===== config.mk =====
export PLATFORM = sky130hd
export DESIGN_NAME = lmec_effect_ctrl
export DESIGN_NICKNAME = d
export VERILOG_FILES = /design/src/verilog/lmec_pkg.sv /design/src/verilog/lmec_tick.sv /design/src/verilog/lmec_effect_ctrl.sv
export VERILOG_INCLUDE_DIRS = /design/src /design/src/verilog
export SDC_FILE = /design/constraint.sdc
export NUM_CORES = 1
export LEC_CHECK = 0
export ABC_AREA = 1
export BUFFER_PORTS_ARGS = -buffer_cell sky130_fd_sc_hd__buf_2
export CAP_MARGIN = 20
export CORE_MARGIN = 10
export CORE_UTILIZATION = 63
export DETAILED_ROUTE_END_ITERATION = 12
export GPL_TIMING_DRIVEN = 0
export PLACE_DENSITY = 0.81
export SETUP_SLACK_MARGIN = 0.15
export SLEW_MARGIN = 15
export SYNTH_ARGS = -nofsm -noshare
export SYNTH_HDL_FRONTEND = slang
export SYNTH_SLANG_ARGS = --single-unit
export TNS_END_PERCENT = 100

===== constraint.sdc =====
create_clock -name core_clk -period 9.8 [get_ports core_clk]
set_clock_uncertainty 0.1 [all_clocks]
set_input_delay 0 -clock core_clk [delete_from_list [all_inputs] [get_ports core_clk]]
set_output_delay 0 -clock core_clk [all_outputs]
set_load 0.01 [all_outputs]

===== src/verilog/lmec_map.svh =====
// Offsets, field positions, reset values and time bases of the effect control block.
// Assumes a 125 MHz core clock; included by bare name.
`ifndef LMEC_MAP_SVH
`define LMEC_MAP_SVH

`define LMEC_OFF_DISP 8'h05
`define LMEC_OFF_AUDSYNC 8'h06
`define LMEC_OFF_FSTATE 8'h07
`define LMEC_OFF_FADE 8'h08
`define LMEC_OFF_BCTL 8'h09
`define LMEC_OFF_SD 8'h0A
`define LMEC_OFF_GAIN 8'h0B
`define LMEC_OFF_RATE 8'h0C

`define LMEC_MASK_DISP 8'h2F
`define LMEC_MASK_AUDSYNC 8'h01
`define LMEC_MASK_FADE 8'h77
`define LMEC_MASK_BCTL 8'h17
`define LMEC_MASK_SD 8'h03
`define LMEC_MASK_GAIN 8'h1F
`define LMEC_MASK_RATE 8'hFF
`define LMEC_RST_FUNC 8'h00

`define LMEC_SHARE_BIT 5
`define LMEC_BLINK_EN_BIT 3
`define LMEC_BLINK_PER_LSB 0
`define LMEC_AUDMOD_BIT 0
`define LMEC_INT_BIT 4
`define LMEC_FRAME_IDX_LSB 0
`define LMEC_FADE_OUT_LSB 4
`define LMEC_FADE_IN_LSB 0
`define LMEC_BEN_BIT 4
`define LMEC_EXT_LSB 0
`define LMEC_SD_NORMAL 2'h1
`define LMEC_GAIN_SPEED_BIT 4
`define LMEC_AUTO_GAIN_BIT 3
`define LMEC_GAIN_SEL_LSB 0

`define LMEC_CLK_NS 8
`define LMEC_BLINK_UNIT_NS 270000000
`define LMEC_FADE_UNIT_NS 26000000
`define LMEC_FADE_STEPS 32
`define LMEC_EXT_UNIT_NS 3500000
`define LMEC_SAMPLE_UNIT_NS 46000
`define LMEC_IRQ_HOLD_NS 9000000

`endif


===== src/verilog/lmec_pkg.sv =====
// Types shared by the effect control block.
// Assumes nothing beyond a SystemVerilog compiler.
`default_nettype none
package lmec_pkg;
	typedef enum logic [1:0] {LMEC_PICTURE, LMEC_AUTO_PLAY, LMEC_AUDIO_PLAY} lmec_mode_e;
	typedef enum logic [1:0] {LMEC_BR_IDLE, LMEC_BR_FADE_OUT, LMEC_BR_DARK, LMEC_BR_FADE_IN} lmec_breath_e;
	typedef struct packed {
		logic wr;
		logic rd;
		logic [7:0] addr;
		logic [7:0] wdata;
	} lmec_host_req_s;
	typedef struct packed {
		logic modulation_on;
		logic auto_gain_on;
		logic gain_tracking_speed;
		logic [2:0] audio_gain_select;
	} lmec_audio_cfg_s;
endpackage
`default_nettype wire


===== src/verilog/lmec_tick.sv =====
// Prescaler giving a one-cycle enable strobe every DIV cycles.
// Assumes a single core clock and synchronous active-low reset.
`timescale 1ns/100ps
`default_nettype none
module lmec_tick #(
	parameter int unsigned DIV = 4
) (
	input wire logic core_clk,
	input wire logic resetn,
	output logic tick
);
	logic [31:0] cnt_q;
	logic [31:0] cnt_d;

	always_comb begin
		cnt_d = cnt_q + 32'h0000_0001;
		if (cnt_q >= 32'(DIV - 1)) begin
			cnt_d = 32'h0000_0000;
		end
	end

	always_ff @(posedge core_clk) begin
		if (!resetn) begin
			cnt_q <= 32'h0000_0000;
		end else begin
			cnt_q <= cnt_d;
		end
	end

	assign tick = (cnt_q >= 32'(DIV - 1));
endmodule
`default_nettype wire


===== src/verilog/lmec_effect_ctrl.sv =====
// Function registers and effect timing of a 144-LED matrix driver.
// Assumes a serial-bus engine delivering one-cycle read/write strobes and a scan engine feeding one LED at a time.
`timescale 1ns/100ps
`default_nettype none
`include "lmec_map.svh"
module lmec_effect_ctrl import lmec_pkg::*; #(
	parameter int unsigned BLINK_HALF_CYC = `LMEC_BLINK_UNIT_NS / 2 / `LMEC_CLK_NS,
	parameter int unsigned FADE_STEP_CYC = `LMEC_FADE_UNIT_NS / `LMEC_FADE_STEPS / `LMEC_CLK_NS,
	parameter int unsigned EXT_UNIT_CYC = `LMEC_EXT_UNIT_NS / `LMEC_CLK_NS,
	parameter int unsigned SAMPLE_UNIT_CYC = `LMEC_SAMPLE_UNIT_NS / `LMEC_CLK_NS,
	parameter int unsigned IRQ_HOLD_CYC = `LMEC_IRQ_HOLD_NS / `LMEC_CLK_NS
) (
	input wire logic core_clk,
	input wire logic resetn,
	input wire lmec_host_req_s host_req,
	output logic [7:0] reg_rdata,
	input wire lmec_mode_e play_mode,
	input wire logic movie_end,
	input wire logic frame_switch,
	input wire logic [2:0] shown_frame_index,
	input wire logic [7:0] global_current_scale,
	input wire logic [7:0] audio_level,
	input wire logic [7:0] led_pwm,
	input wire logic led_blink_bit,
	input wire logic frame_wr_req,
	output logic frame_wr_ok,
	output logic [2:0] intensity_frame,
	output logic audio_sample_stb,
	output lmec_audio_cfg_s audio_cfg,
	output logic breath_busy,
	output logic leds_blanked,
	output logic movie_done_irq_n,
	output logic led_drive
);
	logic [7:0] disp_q, disp_d, audsync_q, audsync_d, fade_q, fade_d, bctl_q, bctl_d;
	logic [7:0] sd_q, sd_d, agc_q, agc_d, rate_q, rate_d, rdata_q, rdata_d;
	logic done_q, done_d, irq_n_q, irq_n_d;
	logic [31:0] irq_cnt_q, irq_cnt_d;
	logic [3:0] bcnt_q, bcnt_d;
	logic dark_q, dark_d;
	lmec_breath_e bst_q, bst_d;
	logic [7:0] step_q, step_d;
	logic [4:0] lvl_q, lvl_d;
	logic [8:0] acnt_q, acnt_d;
	logic [7:0] alvl_q, alvl_d;
	logic stb_q, stb_d;
	logic [7:0] pcnt_q, pcnt_d;
	logic drive_q, drive_d;
	logic blink_tick, fade_tick, ext_tick, sample_tick;
	logic fs_read, done_set, audio_mode, sampling;
	logic [2:0] blink_period;
	logic [8:0] rate_n;
	logic [7:0] fade_lim, ext_lim, fade_lvl, inten, eff;
	logic [15:0] prod_a, prod_b, prod_c;

	// Effect time bases
	lmec_tick #(.DIV(BLINK_HALF_CYC)) u_blink_tick (.core_clk(core_clk), .resetn(resetn), .tick(blink_tick));
	lmec_tick #(.DIV(FADE_STEP_CYC)) u_fade_tick (.core_clk(core_clk), .resetn(resetn), .tick(fade_tick));
	lmec_tick #(.DIV(EXT_UNIT_CYC)) u_ext_tick (.core_clk(core_clk), .resetn(resetn), .tick(ext_tick));
	lmec_tick #(.DIV(SAMPLE_UNIT_CYC)) u_sample_tick (.core_clk(core_clk), .resetn(resetn), .tick(sample_tick));

	assign fs_read = host_req.rd && (host_req.addr == `LMEC_OFF_FSTATE);
	assign done_set = movie_end && (play_mode == LMEC_AUTO_PLAY);
	assign audio_mode = (play_mode == LMEC_AUDIO_PLAY);

	// Register file and status
	always_comb begin
		disp_d = disp_q;
		audsync_d = audsync_q;
		fade_d = fade_q;
		bctl_d = bctl_q;
		sd_d = sd_q;
		agc_d = agc_q;
		rate_d = rate_q;
		rdata_d = rdata_q;
		if (host_req.wr) begin
			case (host_req.addr)
				`LMEC_OFF_DISP: disp_d = host_req.wdata & `LMEC_MASK_DISP;
				`LMEC_OFF_AUDSYNC: audsync_d = host_req.wdata & `LMEC_MASK_AUDSYNC;
				`LMEC_OFF_FADE: fade_d = host_req.wdata & `LMEC_MASK_FADE;
				`LMEC_OFF_BCTL: bctl_d = host_req.wdata & `LMEC_MASK_BCTL;
				`LMEC_OFF_SD: sd_d = host_req.wdata & `LMEC_MASK_SD;
				`LMEC_OFF_GAIN: agc_d = host_req.wdata & `LMEC_MASK_GAIN;
				`LMEC_OFF_RATE: rate_d = host_req.wdata & `LMEC_MASK_RATE;
				default: ;
			endcase
		end
		if (host_req.rd) begin
			case (host_req.addr)
				`LMEC_OFF_DISP: rdata_d = disp_q;
				`LMEC_OFF_AUDSYNC: rdata_d = audsync_q;
				`LMEC_OFF_FSTATE: rdata_d = {3'h0, done_q, 1'b0, shown_frame_index};
				`LMEC_OFF_FADE: rdata_d = fade_q;
				`LMEC_OFF_BCTL: rdata_d = bctl_q;
				`LMEC_OFF_SD: rdata_d = sd_q;
				`LMEC_OFF_GAIN: rdata_d = agc_q;
				`LMEC_OFF_RATE: rdata_d = rate_q;
				default: rdata_d = 8'h00;
			endcase
		end
		done_d = done_set || (done_q && !fs_read);
		irq_n_d = irq_n_q;
		irq_cnt_d = irq_cnt_q;
		if (!irq_n_q) begin
			irq_cnt_d = irq_cnt_q + 32'h0000_0001;
			if (fs_read || irq_cnt_q >= 32'(IRQ_HOLD_CYC - 1)) begin
				irq_n_d = 1'b1;
			end
		end
		if (done_set) begin
			irq_n_d = 1'b0;
			irq_cnt_d = 32'h0000_0000;
		end
	end

	always_ff @(posedge core_clk) begin
		if (!resetn) begin
			disp_q <= `LMEC_RST_FUNC;
			audsync_q <= `LMEC_RST_FUNC;
			fade_q <= `LMEC_RST_FUNC;
			bctl_q <= `LMEC_RST_FUNC;
			sd_q <= `LMEC_RST_FUNC;
			agc_q <= `LMEC_RST_FUNC;
			rate_q <= `LMEC_RST_FUNC;
			rdata_q <= 8'h00;
			done_q <= 1'b0;
			irq_n_q <= 1'b1;
			irq_cnt_q <= 32'h0000_0000;
		end else begin
			disp_q <= disp_d;
			audsync_q <= audsync_d;
			fade_q <= fade_d;
			bctl_q <= bctl_d;
			sd_q <= sd_d;
			agc_q <= agc_d;
			rate_q <= rate_d;
			rdata_q <= rdata_d;
			done_q <= done_d;
			irq_n_q <= irq_n_d;
			irq_cnt_q <= irq_cnt_d;
		end
	end

	assign blink_period = disp_q[`LMEC_BLINK_PER_LSB +: 3];
	assign fade_lim = (bst_q == LMEC_BR_FADE_OUT) ? (8'h01 << fade_q[`LMEC_FADE_OUT_LSB +: 3]) - 8'h01
		: (8'h01 << fade_q[`LMEC_FADE_IN_LSB +: 3]) - 8'h01;
	assign ext_lim = (8'h01 << bctl_q[`LMEC_EXT_LSB +: 3]) - 8'h01;
	assign rate_n = (rate_q == 8'h00) ? 9'h100 : {1'b0, rate_q};
	assign sampling = audio_mode || audsync_q[`LMEC_AUDMOD_BIT];

	// Blink, breath and audio sampling timing
	always_comb begin
		bcnt_d = bcnt_q;
		dark_d = dark_q;
		if (!disp_q[`LMEC_BLINK_EN_BIT] || blink_period == 3'h0) begin
			bcnt_d = 4'h0;
			dark_d = 1'b0;
		end else if (blink_tick) begin
			bcnt_d = bcnt_q + 4'h1;
			if (bcnt_q >= {1'b0, blink_period} - 4'h1) begin
				bcnt_d = 4'h0;
				dark_d = !dark_q;
			end
		end
		bst_d = bst_q;
		step_d = step_q;
		lvl_d = lvl_q;
		case (bst_q)
			LMEC_BR_IDLE: begin
				lvl_d = 5'h1F;
				step_d = 8'h00;
				if (frame_switch && bctl_q[`LMEC_BEN_BIT] && !audio_mode) begin
					bst_d = LMEC_BR_FADE_OUT;
				end
			end
			LMEC_BR_FADE_OUT: begin
				if (fade_tick) begin
					step_d = step_q + 8'h01;
					if (step_q >= fade_lim) begin
						step_d = 8'h00;
						lvl_d = lvl_q - 5'h01;
						if (lvl_q == 5'h01) begin
							bst_d = LMEC_BR_DARK;
						end
					end
				end
			end
			LMEC_BR_DARK: begin
				if (ext_tick) begin
					step_d = step_q + 8'h01;
					if (step_q >= ext_lim) begin
						step_d = 8'h00;
						bst_d = LMEC_BR_FADE_IN;
					end
				end
			end
			LMEC_BR_FADE_IN: begin
				if (fade_tick) begin
					step_d = step_q + 8'h01;
					if (step_q >= fade_lim) begin
						step_d = 8'h00;
						lvl_d = lvl_q + 5'h01;
						if (lvl_q == 5'h1E) begin
							bst_d = LMEC_BR_IDLE;
						end
					end
				end
			end
			default: bst_d = LMEC_BR_IDLE;
		endcase
		acnt_d = acnt_q;
		alvl_d = alvl_q;
		stb_d = 1'b0;
		if (!sampling) begin
			acnt_d = 9'h000;
		end else if (sample_tick) begin
			acnt_d = acnt_q + 9'h001;
			if (acnt_q >= rate_n - 9'h001) begin
				acnt_d = 9'h000;
				stb_d = 1'b1;
				alvl_d = audio_level;
			end
		end
	end

	always_ff @(posedge core_clk) begin
		if (!resetn) begin
			bcnt_q <= 4'h0;
			dark_q <= 1'b0;
			bst_q <= LMEC_BR_IDLE;
			step_q <= 8'h00;
			lvl_q <= 5'h1F;
			acnt_q <= 9'h000;
			alvl_q <= 8'h00;
			stb_q <= 1'b0;
		end else begin
			bcnt_q <= bcnt_d;
			dark_q <= dark_d;
			bst_q <= bst_d;
			step_q <= step_d;
			lvl_q <= lvl_d;
			acnt_q <= acnt_d;
			alvl_q <= alvl_d;
			stb_q <= stb_d;
		end
	end

	// LED drive: PWM, global scale, audio and fade
	assign fade_lvl = {lvl_q, lvl_q[4:2]};
	assign prod_a = led_pwm * global_current_scale;
	assign prod_b = (audsync_q[`LMEC_AUDMOD_BIT] ? alvl_q : 8'hFF) * fade_lvl;
	assign inten = prod_b[15:8];
	assign prod_c = prod_a[15:8] * inten;
	assign eff = prod_c[15:8];

	always_comb begin
		pcnt_d = pcnt_q + 8'h01;
		drive_d = (pcnt_q < eff);
		if (sd_q[1:0] != `LMEC_SD_NORMAL) begin
			drive_d = 1'b0;
		end
		if (disp_q[`LMEC_BLINK_EN_BIT] && led_blink_bit && dark_q) begin
			drive_d = 1'b0;
		end
	end

	always_ff @(posedge core_clk) begin
		if (!resetn) begin
			pcnt_q <= 8'h00;
			drive_q <= 1'b0;
		end else begin
			pcnt_q <= pcnt_d;
			drive_q <= drive_d;
		end
	end

	assign reg_rdata = rdata_q;
	assign frame_wr_ok = frame_wr_req && !sd_q[1];
	assign intensity_frame = disp_q[`LMEC_SHARE_BIT] ? 3'h0 : shown_frame_index;
	assign audio_sample_stb = stb_q;
	assign audio_cfg.modulation_on = audsync_q[`LMEC_AUDMOD_BIT];
	assign audio_cfg.auto_gain_on = agc_q[`LMEC_AUTO_GAIN_BIT];
	assign audio_cfg.gain_tracking_speed = agc_q[`LMEC_GAIN_SPEED_BIT];
	assign audio_cfg.audio_gain_select = sampling ? agc_q[`LMEC_GAIN_SEL_LSB +: 3] : 3'h0;
	assign breath_busy = (bst_q != LMEC_BR_IDLE);
	assign leds_blanked = (sd_q[1:0] != `LMEC_SD_NORMAL);
	assign movie_done_irq_n = irq_n_q;
	assign led_drive = drive_q;

	AST_SHARED_INTENSITY:
	assert property (@(posedge core_clk) disable iff (!resetn) disp_q[`LMEC_SHARE_BIT] |-> intensity_frame == 3'h0)
		else $error("shared intensity not frame one");
	AST_BLINK_OFF_STEADY:
	assert property (@(posedge core_clk) disable iff (!resetn) !disp_q[`LMEC_BLINK_EN_BIT] |=> !dark_q)
		else $error("blink phase moved while disabled");
	AST_FSTATE_READ:
	assert property (@(posedge core_clk) disable iff (!resetn)
		fs_read |=> reg_rdata == {3'h0, $past(done_q), 1'b0, $past(shown_frame_index)})
		else $error("frame state read wrong");
	AST_DONE_SET:
	assert property (@(posedge core_clk) disable iff (!resetn) done_set |=> done_q && !movie_done_irq_n)
		else $error("movie end not flagged");
	AST_DONE_HOLD:
	assert property (@(posedge core_clk) disable iff (!resetn) done_q && !fs_read |=> done_q)
		else $error("done flag lost without read");
	AST_DONE_CLEAR:
	assert property (@(posedge core_clk) disable iff (!resetn) fs_read && !done_set |=> !done_q)
		else $error("done flag not cleared by read");
	AST_BREATH_GATE:
	assert property (@(posedge core_clk) disable iff (!resetn)
		bst_q == LMEC_BR_IDLE && (audio_mode || !bctl_q[`LMEC_BEN_BIT]) |=> bst_q == LMEC_BR_IDLE)
		else $error("breath started when not allowed");
	AST_BLANKED:
	assert property (@(posedge core_clk) disable iff (!resetn) sd_q[1:0] != `LMEC_SD_NORMAL |=> !led_drive)
		else $error("LED driven in shutdown");
	AST_SD1_ACCESS:
	assert property (@(posedge core_clk) disable iff (!resetn) sd_q[1:0] == 2'h0 && frame_wr_req |-> frame_wr_ok)
		else $error("frame write refused in shutdown one");
	AST_SD2_REFUSE:
	assert property (@(posedge core_clk) disable iff (!resetn) sd_q[1] |-> !frame_wr_ok)
		else $error("frame write taken in shutdown two");
	AST_IRQ_RELEASE:
	assert property (@(posedge core_clk) disable iff (!resetn)
		!movie_done_irq_n && fs_read && !done_set |=> movie_done_irq_n)
		else $error("interrupt not released by read");
endmodule
`default_nettype wire


# Yosys cells after proc, flatten, opt, wreduce, memory -nomap -nowiden
# Cells that the tools add are included.
# word_totals
regBits,248
inputBits,53
word_cells,160
# classes
addsub,16
n_mul,3
magnitude_cmp,10
eq_ne,26
shift,3
n_mux,32
bitwise_logic,1
reduce_logical,44
# op_table
cell,count
"adder 32 x 1 -> 32 bit, second input constant",5
one-hot mux 8 bit (8 select lines),1
multiplier 8 x 8 -> 16 bit,3
2-to-1 mux 8 bit,6
"equality test 8 x 4 -> 1 bit, second input constant",5
">= comparator 32 x 13 -> 1 bit, second input constant",1
">= comparator 32 x 17 -> 1 bit, second input constant",1
">= comparator 32 x 19 -> 1 bit, second input constant",1
">= comparator 32 x 21 -> 1 bit, second input constant",1
">= comparator 32 x 25 -> 1 bit, second input constant",1
"equality test 8 x 3 -> 1 bit, second input constant",3
one-hot mux 8 bit (3 select lines),1
"left shift 1 x 3 -> 8 bit, first input constant",3
"subtractor 8 x 1 -> 8 bit, second input constant",3
2-to-1 mux 5 bit,4
AND reduction 2 bit,10
2-to-1 mux 2 bit,9
2-to-1 mux 9 bit,2
"adder 8 x 1 -> 8 bit, second input constant",2
>= comparator 8 bit,2
one-hot mux 5 bit (3 select lines),1
"!= test 2 bit, second input constant",7
OR reduction 2 bit,7
"adder 9 x 1 -> 9 bit, second input constant",1
30 further kinds,55

# Logic depth before layout (Yosys ltp)
# depth
depth_word,7
ltp_mapped,56
mapped_depth_nobuf,55

# By module
# A second synthesis with hierarchy kept.
# unflattened
hier_cells,2415
hier_area_um2,18078.6
# modules_own_cells
module,instances,cells_each,area_each_um2,seq_area_each_um2
lmec_effect_ctrl,1,1711,12568.3,2402.3
lmec_tick (u_blink_tick),1,242,1666.6,640.6
lmec_tick (u_fade_tick),1,163,1351.3,640.6
lmec_tick (u_ext_tick),1,167,1336.3,640.6
lmec_tick (u_sample_tick),1,132,1156.1,640.6

# Least setup slack after synthesis
# Ideal clock, no wire load.
# synth_timing
path_kind,reg-to-reg
from,register audsync_q[0]
to,"register drive_q, in the netlist led_drive"
setup_time_ns,0.121
arrival_time_ns,8.745
required_ns,9.579
slack_ns,0.834
stages_incl_launch_ff,53
synth_period_minus_slack_ns,8.966
path_cell_list,dfxtp_1 -> inv_1 -> clkbuf_1 -> nor2_1 -> nor2_1 -> inv_1 -> fa_1 -> inv_1 -> fa_1 -> fa_1 -> inv_1 -> fa_1 -> inv_1 -> ha_1 -> nand2_1 -> a21oi_1 -> nor2_1 -> nand2_1 -> [... 17 more ...] -> inv_1 -> fa_1 -> inv_1 -> fa_1 -> inv_1 -> ha_1 -> nand2_1 -> nor2_1 -> a211oi_1 -> nand2_1 -> nand3_1 -> nand2_1 -> a21oi_1 -> xor2_1 -> ha_1 -> nand2_1 -> o2111ai_1 -> a21oi_1
# synth_between
elab_chain_cells,4
# synth_lines
item,line_no,rtl
from (decl),lmec_effect_ctrl.sv:35,"logic [7:0] disp_q, disp_d, audsync_q, audsync_d, fade_q, fade_d, bctl_q, bctl_d;"
from (signal assigned),lmec_effect_ctrl.sv:119,audsync_q <= `LMEC_RST_FUNC;
from (signal assigned),lmec_effect_ctrl.sv:131,audsync_q <= audsync_d;
2-to-1 mux 8 bit,lmec_effect_ctrl.sv:251,assign prod_b = (audsync_q[`LMEC_AUDMOD_BIT] ? alvl_q : 8'hFF) * fade_lvl;
multiplier 8 x 8 -> 16 bit,lmec_effect_ctrl.sv:251,
multiplier 8 x 8 -> 16 bit,lmec_effect_ctrl.sv:253,assign prod_c = prod_a[15:8] * inten;
less-than comparator 8 bit,lmec_effect_ctrl.sv:258,drive_d = (pcnt_q < eff);
to (signal assigned),lmec_effect_ctrl.sv:273,drive_q <= drive_d;
to (decl),lmec_effect_ctrl.sv:48,"logic drive_q, drive_d;"
# No other way between the ends.
# A chain may end at the register's enable or synchronous reset.

# Final worst setup path
# Ends and elaborated chain as after synthesis.

==> run_results.csv <==
group,metric,value,unit
placed_design,post_dp_cell_area,18000,µm²
sta,worst_pin_slew,0.702,ns
floorplanning,initial_core_util,63.6,%
critical_path,required,10.18,ns
synthesis,synth_edf_count,0,
critical_path,path_buf_inv,10,
hold_path,hold_class,"in -> reg",
placed_design,dp_hpwl,29.6,mm
global_routing,grt_pass1_wl,66.2,mm
critical_path,crit_fanout,6,
layout,num-fill-cells,2016,
layout,diodes,0,
routing,drc,0,
critical_path,path_delay_family,"adder cells",
critical_path,arrival,9.58,ns
routing,wl,39.1,mm
layout,finalInstanceArea,19500,µm²
layout,drive_above_1_share,8.66,%
global_routing,antenna_found_initial,0,
run_status,outcome,"completed",
critical_path,cp_slowest_stage_delay,0.55,ns
layout,synthToLayoutAreaGrowth,14.5,%
global_routing,grt_pass1_vias,14700,
synthesis,syn_area,17000,µm²
floorplanning,rows,60,
synthesis,yosys-top-cells-area,"dfxtp_1, fa_1, ha_1",
sta,fin_crit_sh,94.0,%
sta,max_freq,109,MHz
global_routing,grt_overflow,0,
floorplanning,die_area,34000,µm²
routing,via_per_inst,5.32,
global_routing,grtUsageTotal,22.9,%
synthesis,syn_area_per_cell,7.64,µm²
synthesis,synthDistinctLibCells,56,
clock_tree,numCtsBuffers,26,
floorplanning,ios,76,
sta,rsz0062_at_grt,"false",
synthesis,syn_inst,2231,
sta,finalSetupTns,0,ns
sta,holdWs,0.0199,ns
floorplanning,die_w,184,µm
synthesis,synth_seq_cells,248,
global_routing,grt_start_max_net_pins,14,
sta,fin_crit,9.21,ns
sta,finalSetupViolCount,0,
placed_design,gp_congestion,0.935,
synthesis,yosysSeqAreaShare,29.1,%
synthesis,async_flop_share,0,%
hold_path,worstHoldStart,"play_mode[0]",
critical_path,reg2reg_from,"audsync_q[0]$_SDFFE_PN0P_",
sta,finalHoldViolations,0,
synthesis,synth_top_cell_area_share,29.1,%
synthesis,synthFlopType,"dfxtp_1",
critical_path,critPathKind,"reg -> reg",
run,maxCapViolCount,0,
routing,ant_nets,0,
synthesis,yosys_warnings,0,
floorplanning,core_area,26800,µm²
placed_design,io_buffers,57,
floorplanning,dieHeight,184,µm
clock_tree,clk_latency,0.55,ns
critical_path,startpoint,"audsync_q[0]$_SDFFE_PN0P_",
sta,slew_headroom,53.2,%
routing,drt_iter0_markers,938,
clock_tree,clk_path_buf_depth,3,
critical_path,critPathCaptureType,"flop",
routing,routed-via-count,14800,
clock_tree,htree_levels,1,
critical_path,startpoint_type,"flop",
layout,finalNetCount,2736,
critical_path,critical_path.most_common_cell,"nand2_1",
clock_tree,cts_sinks,248,
clock_tree,cts_tree,"done",
clock_tree,cts-root-buf,"clkbuf_16",
routing,drt_pass1_iterations,7,
clock_tree,clk_pin_slew_worst_paths,0.06,ns
critical_path,cpMaxStageDelayCell,"fa_1",
routing,wl_per_cell,14.1,µm
sta,drv_slew,0,
synthesis,yosys.area.top_type,"dfxtp_1",
==> metal layers <==
metal	track usage [%]	share of wire [%]	vias to the layer above
li1	-	-	7385
met1	27.4	41	6872
met2	40.8	50	434
met3	3.29	5.8	88
met4	8.26	3.1	0
met5	0	0	-
==> kinds of logic after synthesis <==
logic type / Yosys count / synth area share, %
XOR/XNOR: 82 / 4.46
adder cells (fa/ha/maj): 266 / 24.1
flip-flops: 248 / 29.1
AO/OA/AOI/OAI: 290 / 9.45
buffers and inverters: 468 / 10.4
other: 2 / 0.0441
AND/OR/NAND/NOR: 875 / 22.4
==> tightest hold or removal path: stages <==
cell and delay (ns):
buf_2 0.09, nand2_1 0.04, nor2_1 0.17, nor2_1 0.19, nand2_1 0.11, nor2_1 0.03
==> cell usage after synthesis, types with 9 or more instances <==
cell type    n
nand3b_1     9
o22ai_1     11
nor2_1     279
ha_1       161
a21oi_1    134
fa_1       105
nand4_1     28
clkbuf_1    35
nor4_1      17
nand2_1    352
xor2_1      47
nand2_2     11
xnor2_1     31
o21ai_0     88
nor3_1      53
inv_1      416
a31oi_1     10
nor2_2      10
nor3b_1     12
nand3_1     81
dfxtp_1    248
clkinv_1     9
==> cells in the final DEF (no fill, tap or decap), types with 5 or more instances in the layout <==
cell and instances:
a21oi_1 128, nand2_1 344, clkinv_2 6, or2_2 5
xor2_1 46, fa_1 104, nor2_2 18, a211oi_1 6
clkbuf_1 37, nor2_4 5, clkbuf_8 6, clkbuf_16 27
nor3_2 5, dfxtp_1 246, o21ai_0 87, xnor2_1 31
o31ai_1 5, nor2_1 267, inv_1 414, nor3b_1 12
buf_4 12, nand4_1 28, o22ai_1 11, nand3b_1 9
dlygate4sd3_1 35, nand2_2 18, nand3_1 80, a31oi_1 10
buf_2 62, clkinv_1 5, nor3_1 53, a21oi_2 6
conb_1 57, ha_1 158, nor4_1 17, o211ai_1 6
==> path summary, 6_finish.rpt <==
kind	to	slack, ns	cells past startpoint
setup / recovery	led_drive$_SDFF_PP0_	0.59	52
hold / removal	irq_cnt_q[8]$_SDFFE_PP0N_	0.02	6
setup reg to reg	led_drive$_SDFF_PP0_	0.59	52
hold reg to reg	u_blink_tick.cnt_q[0]$_SDFF_PP0_	0.35	1
==> sequential cells by signal, summed over array words and instances (netlist names), 2 cells and up <==
name                 flops
fade_q                   6
u_ext_tick.cnt_q        32
bcnt_q                   4
step_q                   8
irq_cnt_q               32
disp_q                   5
acnt_q                   9
rate_q                   8
agc_q                    5
alvl_q                   8
bst_q                    2
u_sample_tick.cnt_q     32
bctl_q                   4
lvl_q                    5
pcnt_q                   8
u_fade_tick.cnt_q       32
sd_q                     2
u_blink_tick.cnt_q      32
reg_rdata                8
==> stage by stage <==
step	worst slack, ns	util (%)	cells
2_1_floorplan	0.834	-	2286
3_3_place_gp	-0.172	67.0	2684
3_5_place_dp	-0.359	67.0	2684
4_1_cts	0.180	71.7	2766
5_1_grt	0.125	72.8	2777
6_report	0.591	72.8	2777
==> cell type report <==
cell class / instances / area [µm²] / share of cell area, %
multi-input cells: 1570 / 10700 / 54.8
flip-flops and latches: 248 / 4970 / 25.5
inverters: 426 / 1620 / 8.30
clock buffers: 37 / 752 / 3.85
repair buffers: 103 / 736 / 3.77
well taps: 341 / 427 / 2.19
plain buffers: 42 / 189 / 0.968
clock inverters: 10 / 118 / 0.603
==> repair_timing <==
item	CTS	global route
resized for setup	14	50
hold endpoints to repair	57	0
buffers inserted	0	10
cloned	0	1
setup endpoints to repair	1	1
hold buffers	35	0
pin swaps	0	16
Power is left out: the tool's default activity adds up to more than one toggle a clock period on the data nets, which glitch-free logic cannot reach.
